### src/pkg/eatc_pkg.sv
package eatc_pkg;
   localparam int          ADDR_W        = 5;
   localparam int          DATA_W        = 16;
   localparam int          LED_N         = 4;

   // Management register numbers
   localparam logic [4:0]  REG_BASIC_CTL = 5'h00;
   localparam logic [4:0]  REG_TX_TRIM   = 5'h10;
   localparam logic [4:0]  REG_EEE_CTL   = 5'h11;
   localparam logic [4:0]  REG_PAGE      = 5'h1f;
   localparam logic [4:0]  PAGED_LO      = 5'h10;
   localparam logic [4:0]  PAGED_HI      = 5'h1e;

   // Page select values
   localparam logic [15:0] PAGE_MAIN     = 16'h0000;
   localparam logic [15:0] PAGE_EXT2     = 16'h0002;
   localparam logic [15:0] PAGE_RST      = 16'h0000;

   // Speed select bits of register 0, kept as {bit 6, bit 13}
   localparam int          SPD_HI_BIT    = 6;
   localparam int          SPD_LO_BIT    = 13;
   localparam logic [1:0]  SPD_SEL_1000  = 2'h2;
   localparam logic [1:0]  SPD_SEL_RST   = 2'h0;

   // Transmit amplitude trim fields
   localparam int          TRIM10_LSB    = 4;
   localparam int          TRIMLP_LSB    = 0;
   localparam int          TRIM_W        = 4;
   localparam logic [3:0]  TRIM10_RST    = 4'hb;
   localparam logic [3:0]  TRIMLP_RST    = 4'he;

   // EEE control fields
   localparam int          EEE_TE_BIT    = 15;
   localparam int          LED_INV_LSB   = 10;
   localparam int          FORCE1G_BIT   = 5;
   localparam int          FORCE_LPI_BIT = 4;
   localparam int          INH_TX100_BIT = 3;
   localparam int          INH_RX100_BIT = 2;
   localparam int          INH_TX1G_BIT  = 1;
   localparam int          INH_RX1G_BIT  = 0;
   localparam logic [15:0] EEE_WMASK     = 16'hbc3f;
   localparam logic [15:0] EEE_RST       = 16'h0000;

   // Live link speed codes
   localparam logic [1:0]  SPEED_10      = 2'h0;
   localparam logic [1:0]  SPEED_100     = 2'h1;
   localparam logic [1:0]  SPEED_1000    = 2'h2;
endpackage

### src/pkg/eatc_ctl_if.sv
`timescale 1ns/1ns
interface eatc_ctl_if;
   logic                        force_lpi;
   logic                        inh_tx100;
   logic                        inh_rx100;
   logic                        inh_tx1g;
   logic                        inh_rx1g;
   logic [eatc_pkg::LED_N-1:0]  led_inv;

   modport bank (output force_lpi, inh_tx100, inh_rx100, inh_tx1g, inh_rx1g, led_inv);
   modport user (input  force_lpi, inh_tx100, inh_rx100, inh_tx1g, inh_rx1g, led_inv);
endinterface

### src/rtl/eatc_bank.sv
// Behaviour
// - EEE control bit 15, reset 0, puts the port into the low-amplitude 10 Mb/s mode.
// - EEE control bits 13:10, reset 0, invert the matching LED outputs; clear means low.
// - Bit 5, reset 0, allows 1000BASE-T link-up without forced role when reg 0 speed is 2'b10.
// - Bit 4, reset 0, makes the test frame generator send LPI in place of MAC idles.
// - With bit 4 clear, MAC idles reach the media transmit path unchanged.
// - Bit 3, reset 0, blocks transmit LPI from the MAC, but not from the test frame generator, toward the media at 100 Mb/s.
// - Bit 2, reset 0, blocks receive LPI toward the MAC at 100 Mb/s.
// - Bit 1, reset 0, blocks transmit LPI from the MAC, but not from the test frame generator, toward the media at 1000 Mb/s.
// - Bit 0, reset 0, blocks receive LPI toward the MAC at 1000 Mb/s.
// - With page 2 selected registers 16 to 30 map to page 2; registers 0 to 15 ignore paging.
`timescale 1ns/1ns
module eatc_bank (
   input  wire logic                          ref_clk,
   input  wire logic                          rst_b,
   input  wire logic [eatc_pkg::ADDR_W-1:0]   reg_addr,
   input  wire logic [eatc_pkg::DATA_W-1:0]   reg_wdata,
   input  wire logic                          reg_wr,
   input  wire logic                          reg_rd,
   output logic      [eatc_pkg::DATA_W-1:0]   reg_rdata,
   input  wire logic [1:0]                    link_speed,
   input  wire logic                          mac_tx_lpi,
   input  wire logic                          mac_tx_idle,
   input  wire logic                          media_rx_lpi,
   input  wire logic [eatc_pkg::LED_N-1:0]    led_state,
   output logic                               media_tx_lpi,
   output logic                               mac_rx_lpi,
   output logic      [eatc_pkg::LED_N-1:0]    indicator_outputs,
   output logic                               low_power_10m_mode,
   output logic                               force_1000_free_role,
   output logic      [eatc_pkg::TRIM_W-1:0]   trim_10m,
   output logic      [eatc_pkg::TRIM_W-1:0]   trim_10m_lp
);
   localparam int TW = eatc_pkg::TRIM_W;

   logic [15:0] page_r;
   logic [1:0]  spd_sel_r;
   logic [7:0]  trim_r;
   logic [15:0] eee_r;
   logic [15:0] rdata_r;
   logic        force1g_r;

   eatc_ctl_if ctl ();

   // Address decode
   wire ext2_sel  = page_r == eatc_pkg::PAGE_EXT2;
   wire in_paged  = (reg_addr >= eatc_pkg::PAGED_LO) && (reg_addr <= eatc_pkg::PAGED_HI);
   wire hit_basic = reg_addr == eatc_pkg::REG_BASIC_CTL;
   wire hit_page  = reg_addr == eatc_pkg::REG_PAGE;
   wire hit_trim  = ext2_sel && in_paged && (reg_addr == eatc_pkg::REG_TX_TRIM);
   wire hit_eee   = ext2_sel && in_paged && (reg_addr == eatc_pkg::REG_EEE_CTL);

   wire wr_basic  = reg_wr & hit_basic;
   wire wr_page   = reg_wr & hit_page;
   wire wr_trim   = reg_wr & hit_trim;
   wire wr_eee    = reg_wr & hit_eee;

   // Register 0 shows only the speed select pair; its other bits read zero
   wire [15:0] basic_view = (16'(spd_sel_r[1]) << eatc_pkg::SPD_HI_BIT)
                          | (16'(spd_sel_r[0]) << eatc_pkg::SPD_LO_BIT);
   wire [1:0]  spd_sel_nxt = {reg_wdata[eatc_pkg::SPD_HI_BIT], reg_wdata[eatc_pkg::SPD_LO_BIT]};

   wire [15:0] eee_nxt = reg_wdata & eatc_pkg::EEE_WMASK;
   wire [15:0] trim_view = {8'h00, trim_r};

   // Unmapped and foreign-page registers read zero
   wire [15:0] rd_mux = hit_basic ? basic_view :
                        hit_page  ? page_r     :
                        hit_trim  ? trim_view  :
                        hit_eee   ? eee_r      : 16'h0000;
   wire [15:0] rdata_nxt = reg_rd ? rd_mux : 16'h0000;

   // Role-free gigabit only when register 0 asks for 1000 Mb/s
   wire force1g_nxt = eee_r[eatc_pkg::FORCE1G_BIT] & (spd_sel_r == eatc_pkg::SPD_SEL_1000);

   always_ff @(posedge ref_clk or negedge rst_b) begin
      if (!rst_b) begin
         page_r <= eatc_pkg::PAGE_RST;
      end else if (wr_page) begin
         page_r <= reg_wdata;
      end
   end

   always_ff @(posedge ref_clk or negedge rst_b) begin
      if (!rst_b) begin
         spd_sel_r <= eatc_pkg::SPD_SEL_RST;
      end else if (wr_basic) begin
         spd_sel_r <= spd_sel_nxt;
      end
   end

   always_ff @(posedge ref_clk or negedge rst_b) begin
      if (!rst_b) begin
         trim_r <= {eatc_pkg::TRIM10_RST, eatc_pkg::TRIMLP_RST};
      end else if (wr_trim) begin
         trim_r <= reg_wdata[7:0];
      end
   end

   always_ff @(posedge ref_clk or negedge rst_b) begin
      if (!rst_b) begin
         eee_r <= eatc_pkg::EEE_RST;
      end else if (wr_eee) begin
         eee_r <= eee_nxt;
      end
   end

   always_ff @(posedge ref_clk or negedge rst_b) begin
      if (!rst_b) begin
         rdata_r   <= 16'h0000;
         force1g_r <= 1'b0;
      end else begin
         rdata_r   <= rdata_nxt;
         force1g_r <= force1g_nxt;
      end
   end

   assign ctl.force_lpi = eee_r[eatc_pkg::FORCE_LPI_BIT];
   assign ctl.inh_tx100 = eee_r[eatc_pkg::INH_TX100_BIT];
   assign ctl.inh_rx100 = eee_r[eatc_pkg::INH_RX100_BIT];
   assign ctl.inh_tx1g  = eee_r[eatc_pkg::INH_TX1G_BIT];
   assign ctl.inh_rx1g  = eee_r[eatc_pkg::INH_RX1G_BIT];
   assign ctl.led_inv   = eee_r[eatc_pkg::LED_INV_LSB +: eatc_pkg::LED_N];

   eatc_lpi_gate u_lpi (
      .ref_clk        (ref_clk),
      .rst_b          (rst_b),
      .ctl            (ctl.user),
      .link_speed     (link_speed),
      .mac_tx_lpi     (mac_tx_lpi),
      .mac_tx_idle    (mac_tx_idle),
      .media_rx_lpi   (media_rx_lpi),
      .media_tx_lpi_r (media_tx_lpi),
      .mac_rx_lpi_r   (mac_rx_lpi)
   );

   eatc_led_pol #(
      .LED_N (eatc_pkg::LED_N)
   ) u_led (
      .ref_clk             (ref_clk),
      .rst_b               (rst_b),
      .ctl                 (ctl.user),
      .led_state           (led_state),
      .indicator_outputs_r (indicator_outputs)
   );

   assign reg_rdata            = rdata_r;
   assign low_power_10m_mode   = eee_r[eatc_pkg::EEE_TE_BIT];
   assign force_1000_free_role = force1g_r;
   assign trim_10m             = trim_r[eatc_pkg::TRIM10_LSB +: TW];
   assign trim_10m_lp          = trim_r[eatc_pkg::TRIMLP_LSB +: TW];

   wire is_100  = link_speed == eatc_pkg::SPEED_100;
   wire is_1000 = link_speed == eatc_pkg::SPEED_1000;
endmodule

### src/rtl/eatc_led_pol.sv
`timescale 1ns/1ns
module eatc_led_pol #(
   parameter int LED_N = eatc_pkg::LED_N
) (
   input  wire logic             ref_clk,
   input  wire logic             rst_b,
   eatc_ctl_if.user              ctl,
   input  wire logic [LED_N-1:0] led_state,
   output logic      [LED_N-1:0] indicator_outputs_r
);
   // Idle LED drives high, so lit is low unless inverted
   for (genvar i = 0; i < LED_N; i++) begin : g_led
      wire pin_nxt = ~led_state[i] ^ ctl.led_inv[i];
      always_ff @(posedge ref_clk or negedge rst_b) begin
         if (!rst_b) begin
            indicator_outputs_r[i] <= 1'b1;
         end else begin
            indicator_outputs_r[i] <= pin_nxt;
         end
      end
   end
endmodule

### src/rtl/eatc_lpi_gate.sv
`timescale 1ns/1ns
module eatc_lpi_gate (
   input  wire logic        ref_clk,
   input  wire logic        rst_b,
   eatc_ctl_if.user         ctl,
   input  wire logic [1:0]  link_speed,
   input  wire logic        mac_tx_lpi,
   input  wire logic        mac_tx_idle,
   input  wire logic        media_rx_lpi,
   output logic             media_tx_lpi_r,
   output logic             mac_rx_lpi_r
);
   wire is_100  = link_speed == eatc_pkg::SPEED_100;
   wire is_1000 = link_speed == eatc_pkg::SPEED_1000;

   wire tx_inh  = (is_100 & ctl.inh_tx100) | (is_1000 & ctl.inh_tx1g);
   wire rx_inh  = (is_100 & ctl.inh_rx100) | (is_1000 & ctl.inh_rx1g);

   // Test frame generator swaps plain idles for LPI
   wire tfg_lpi = ctl.force_lpi & mac_tx_idle & ~mac_tx_lpi;

   wire media_tx_lpi_nxt = (mac_tx_lpi & ~tx_inh) | tfg_lpi;
   wire mac_rx_lpi_nxt   = media_rx_lpi & ~rx_inh;

   always_ff @(posedge ref_clk or negedge rst_b) begin
      if (!rst_b) begin
         media_tx_lpi_r <= 1'b0;
         mac_rx_lpi_r   <= 1'b0;
      end else begin
         media_tx_lpi_r <= media_tx_lpi_nxt;
         mac_rx_lpi_r   <= mac_rx_lpi_nxt;
      end
   end
endmodule
### config.mk
export PLATFORM = sky130hd
export DESIGN_NAME = eatc_bank
export DESIGN_NICKNAME = d
export VERILOG_FILES = /design/src/pkg/eatc_pkg.sv /design/src/pkg/eatc_ctl_if.sv /design/src/rtl/eatc_bank.sv /design/src/rtl/eatc_led_pol.sv /design/src/rtl/eatc_lpi_gate.sv
export SDC_FILE = /design/constraint.sdc
export NUM_CORES = 1
export LEC_CHECK = 0
export ABC_AREA = 0
export ABC_CLOCK_PERIOD_IN_PS = 1700
export CORE_AREA = 2 2 88 90
export CTS_BUF_LIST = sky130_fd_sc_hd__clkbuf_4 sky130_fd_sc_hd__clkbuf_8
export CTS_CLUSTER_DIAMETER = 80
export DETAILED_ROUTE_END_ITERATION = 12
export DIE_AREA = 0 0 90 92
export DONT_BUFFER_PORTS = 1
export GPL_TIMING_DRIVEN = 0
export PLACE_DENSITY = 0.59
export SYNTH_ARGS = -nofsm -noshare
export SYNTH_HDL_FRONTEND = slang
export SYNTH_SLANG_ARGS = --single-unit
### constraint.sdc
create_clock -name ref_clk -period 1.7 [get_ports ref_clk]
set_input_delay 0.085 -clock ref_clk [delete_from_list [all_inputs] [get_ports ref_clk]]
set_output_delay 0.085 -clock ref_clk [all_outputs]
set_load 0.05 [all_outputs]
-- Yosys cells after proc, flatten, opt, wreduce, memory -nomap -nowiden
Cells that the tools add are included.
- add/subtract/negate cells: 0
- multiply operators: 0
- divide/modulo/power cells: 0
- order comparisons: 2
- equality and inequality tests: 7
- shifts and indexed selects: 0
- muxes and demuxes: 5
- bitwise operators: 28
- reduce and logical (&&, ||, !) cells: 5
- operators with widths (cell ; number):
    $mux 16 ; 5
    $eq 16x2->1 const B ; 1
    $eq 5x5->1 const B ; 3
    $or 7x14->14 ; 1
    $and 1x1->1 ; 13
    $not 1->1 ; 7
    $ge 5x5->1 const B ; 1
    $le 5x5->1 const B ; 1
    $logic_not 5->1 ; 1
    $eq 2x2->1 const B ; 2
    $logic_and 1x1->1 ; 4
    $xor 1x1->1 ; 4
    $or 1x1->1 ; 3
    $eq 2x1->1 const B ; 1
- bits in registers: 60
- latch bits: 0
- bits in writable memories: 0
- ROM bits: 0
- logic and storage cells: 59
- memories kept: 0

-- Longest topological paths before layout
- depth after elaboration: 9
- depth in mapped cells: 6

-- By module
Synthesis repeated with hierarchy kept, for this count alone.
- cells, all modules: 177
- area total of the unflattened synthesis: 2526.2 um^2
- by module, submodules not included (module ; instances ; cells an instance ; area an instance (um^2) ; sequential area each (um^2)):
    eatc_bank ; 1 ; 160 ; 2278.4 ; 1358.8
    eatc_led_pol ; 1 ; 8 ; 140.1 ; 105.1
    eatc_lpi_gate ; 1 ; 9 ; 107.6 ; 50.0

-- Worst setup path after synthesis
No wires, ideal clock.
- path type: flip-flop to flip-flop
- start: register page_r[3]
- end: register eee_r[0]
- setup time: 0.125 ns
- data arrival time: 1.608 ns
- required time: 1.575 ns
- path slack: -0.033 ns
- stages on the path, launching flop included: 6
- path buffers: 1
- clock period less this slack: 1.733 ns
- path through: dfrtp_1 -> nor4_4 -> nand3_1 -> nor3_2 -> buf_4 -> mux2_2
- longest elaborated chain between the ends: 4
- RTL lines (what ; line ; text):
    from (decl) ; eatc_bank.sv:36 ; logic [15:0] page_r;
    from (signal assigned) ; eatc_bank.sv:78 ; page_r <= eatc_pkg::PAGE_RST;
    from (signal assigned) ; eatc_bank.sv:80 ; page_r <= reg_wdata;
    $eq 16x2->1 ; eatc_bank.sv:46 ; wire ext2_sel = page_r == eatc_pkg::PAGE_EXT2;
    $logic_and 1x1->1 (2 in series) ; eatc_bank.sv:51 ; wire hit_eee = ext2_sel && in_paged && (reg_addr == eatc_pkg::REG_EEE_CTL);
    $and 1x1->1 ; eatc_bank.sv:56 ; wire wr_eee = reg_wr & hit_eee;
    to (signal assigned) ; eatc_bank.sv:102 ; eee_r <= eatc_pkg::EEE_RST;
    to (signal assigned) ; eatc_bank.sv:104 ; eee_r <= eee_nxt;
    to (decl) ; eatc_bank.sv:39 ; logic [15:0] eee_r;
Every way passes these cells.
A chain may end at the register's enable or synchronous reset.

-- Worst setup path after layout
- start: register page_r[14]
- end: register eee_r[10]
Same word-level chain as after synthesis.

==> run metrics <==
worst path required time about 1.9 ns; Hold Crit Depth 3; share of the synthesized area in the top cell type approximately 50%; top post-synthesis cells by area dfrtp_1 50%, mux2_2 17%, dfstp_2 11%; Arrival @ worst endpoint between 2 and 2.5 ns; Placed Instance Area between 2000 and 3000 sq um; met1 Resource Use GR 20.1%; LEAKAGE between 1 and 1.5 nW; clk root buf clkbuf_8; pin count of the biggest net entering global routing about 60; Die Area approximately 8300 sq um; die height approximately 90 um; delay of the slowest critical-path stage between 0.4 and 0.5 ns; M3 GR Usage under 10%; launch point of the worst path page_r[14]$_DFFE_PN0P_; die width ~90 um; drt pass-1 iters 4; initial antenna violation count 0; Placeable Area around 7400 sq um; top cell family by delay on the critical path simple AND/OR/NAND/NOR gates; critical path endpoint category register; Fillers approximately 710; setup TNS -3.00 ns; critical path launch point type register; Yosys warnings 0; Synth cell types 33; Mapped Area ~2500 sq um; MaxCap Viol Count 0; clock sinks 60; vias in the first global route about 1800; end of the critical path eee_r[10]$_DFFE_PN0P_; violated checks negative setup slack; layout cells sized above 1 about two fifths; area leader, netlist dfrtp_1; RR Startpoint page_r[14]$_DFFE_PN0P_; Iter 0 DRT Violations a little over 100; fmax between 500 and 600 MHz; Port Buffers 0; Worst Max-Slew Pin Slew 0.801 ns; Critical R2R Capture eee_r[10]$_DFFE_PN0P_; nets approximately 270; worst hold path type in -> reg; worst-path fanout max 5; Cell Chain, Critical Path nor4_4 -> nand3_2 -> nor3_4 -> buf_6 -> mux2_2; drt total wl between 6000 and 7000 um; Buf/Inv on CP 1; Num CTS Buffers 9; starting density of the core between 30% and 40%; Detail Route Antenna Nets 0; outcome finished with violations; Post-Syn Area per Cell around 14 sq um; Most Crowded Layer GR met2; Slew Viols, Final 0; GRT met2 Usage 24.6%; maximum vdd drop between 0.0003 and 0.0004 V; CP Depth 5; grt ovf 0; hpwl dp approximately 3800 um; Tcrit/Tclk final 109%; synthesized flop and latch total 60; final worst slack -0.148 ns; diode count 0; RSZ-0062 raised after global routing true; Reg2Reg Setup Slack -0.15 ns; final setup fails 31; Routability Congestion 0.760; relative slew slack 46.6%; Final min period ~1.8 ns; syn nets about 220; Via Count about 1600; DR vias/cell between 4 and 5; Post-Synthesis Cells approximately 180; Final Hold Viols 0; Clock Skew between 0.007 and 0.008 ns; CTS tree done; Routed WL per cell approximately 18 um; Clock Pin Slew Worst Setup and Hold Paths 0.07 ns; slowest library cell on the worst path dfrtp_1; IO Pins between 60 and 70; Total Routing Usage GR about 16%; clk buf depth 2; H-tree Lvls 3; Rows 32; Design Area, Final about 3300 sq um; register area share after synthesis ~61%; first-pass GRT wire length 9830 um; Area growth, synth to finish 32.1%; Pwr Density ~960 nW/um^2; Setup CP Type reg -> reg; drt drc 0; worst skew pair latency around 0.34 ns; FF-to-FF path depth 5
-- worst min-delay path by stage --
stage	start	end	slack, ns
after detailed placement	rst_b	eee_r[12]$_DFFE_PN0P_	-0.21
after global placement	rst_b	reg_rdata[13]$_DFF_PN0_	-0.21
after floorplan	rst_b	eee_r[0]$_DFFE_PN0P_	-0.21
final	reg_rd	reg_rdata[7]$_DFF_PN0_	0.03
after global routing	reg_rd	reg_rdata[7]$_DFF_PN0_	0.05
after CTS	reg_rd	reg_rdata[7]$_DFF_PN0_	0.01
-- synth_stat cells (all sizes together) --
cell type and count:
a21oi 5, a22o 1, a22oi 1, a32o 4, and2 4, and4bb 1, buf 4, clkbuf 1
dfrtp 50, dfstp 10, inv 1, mux2 37, mux2i 6, nand2 18, nand2b 1, nand3 4
nand3b 1, nor2 4, nor2b 2, nor3 7, nor4 3, o21ai 10, or3 1, or4 3
xnor2 4
-- what timing repair did --
action,CTS,global route
hold buffers,28,0
buffers inserted,7,1
hold endpoints to repair,105,0
pin swaps,12,5
setup endpoints to repair,31,31
cloned,1,0
resized for setup,26,5
-- layout by cell type, fill, tap and decap left out, types with 2 or more instances in the layout --
master         netlist  final
nor4_2               0      2
clkbuf_8             0     10
o21ai_0              4      4
and2_1               4      4
a21oi_2              0      2
nand3_2              1      2
a32o_1               4      4
clkinv_2             0      3
buf_4                1      6
nand2_1             18     17
o21ai_1              6      3
dfstp_2             10     10
nor2_1               4      4
nor2b_1              2      2
xnor2_1              4      4
dfrtp_1             50     50
mux2i_1              6      6
buf_6                0      3
or4_1                2      2
nor3_1               4      4
clkbuf_4             0      2
mux2_4               0     18
nand3_1              3      2
nor3_4               1      2
o21ai_2              0      3
buf_2                2      2
dlygate4sd3_1        0     27
mux2_2              37     19
a21oi_1              5      3
-- layout make-up --
cell class	instances	area, sq um	share of cell area, %
clock inverters	3	15.0	0.458
inverters	1	3.75	0.115
clock buffers	12	153	4.66
repair buffers	37	385	11.8
multi-input cells	117	1050	32.0
flip-flops and latches	60	1510	46.2
plain buffers	5	28.8	0.878
well taps	102	128	3.89
-- kinds of logic (layout without fill, tap and decap cells) --
group / Yosys count / in the layout / share of synthesized area, %
simple gates: 49 / 49 / 11.9
buf+inv: 6 / 58 / 1.16
mux: 43 / 43 / 19.2
flops: 60 / 60 / 61.0
compound gates: 21 / 21 / 5.30
xor+xnor: 4 / 4 / 1.41
-- power breakdown --
| part | internal [W] | total (W) | switching (W) |
|---|---|---|---|
| Combinational | 0.000206 | 0.000359 | 0.000153 |
| Clock | 0.000585 | 0.00111 | 0.000522 |
| Sequential | 0.00153 | 0.00167 | 0.000133 |
-- metrics by stage --
stage | instances | setup WS [ns] | util, % | total power [W] | hold slack (ns)
detailed placement | 285 | -0.314 | 35.1 | 0.00189 | -0.209
finish | 337 | -0.148 | 44.0 | 0.00313 | 0.0300
global placement | 285 | -0.301 | 35.1 | 0.00188 | -0.208
CTS | 336 | -0.160 | 43.6 | 0.00317 | 0.0108
floorplan | 183 | 0.00184 | - | 0.00184 | -0.211
global route | 337 | -0.223 | 44.0 | 0.00328 | 0.0482
-- tightest hold or removal path, cell delays in order --
cell,delay [ns]
nand2_1,0.04
nor3_1,0.03
a22o_1,0.17
-- state kept, by name (all words and copies together), names as in the netlist --
| name | flops |
|---|---|
| force_1000_free_role | 1 |
| u_led.indicator_outputs_r | 4 |
| spd_sel_r | 2 |
| eee_r | 11 |
| reg_rdata | 16 |
| u_lpi.mac_rx_lpi_r | 1 |
| u_lpi.media_tx_lpi_r | 1 |
| trim_r | 8 |
| page_r | 16 |
-- routing by layer --
metal | wire length, um | share of wire (%)
met1 | 2690 | 44
met3 | 393 | 6.5
met4 | 82 | 1.4
met5 | 0 | 0
met2 | 2910 | 48
(Power assumes the default switching activity.)
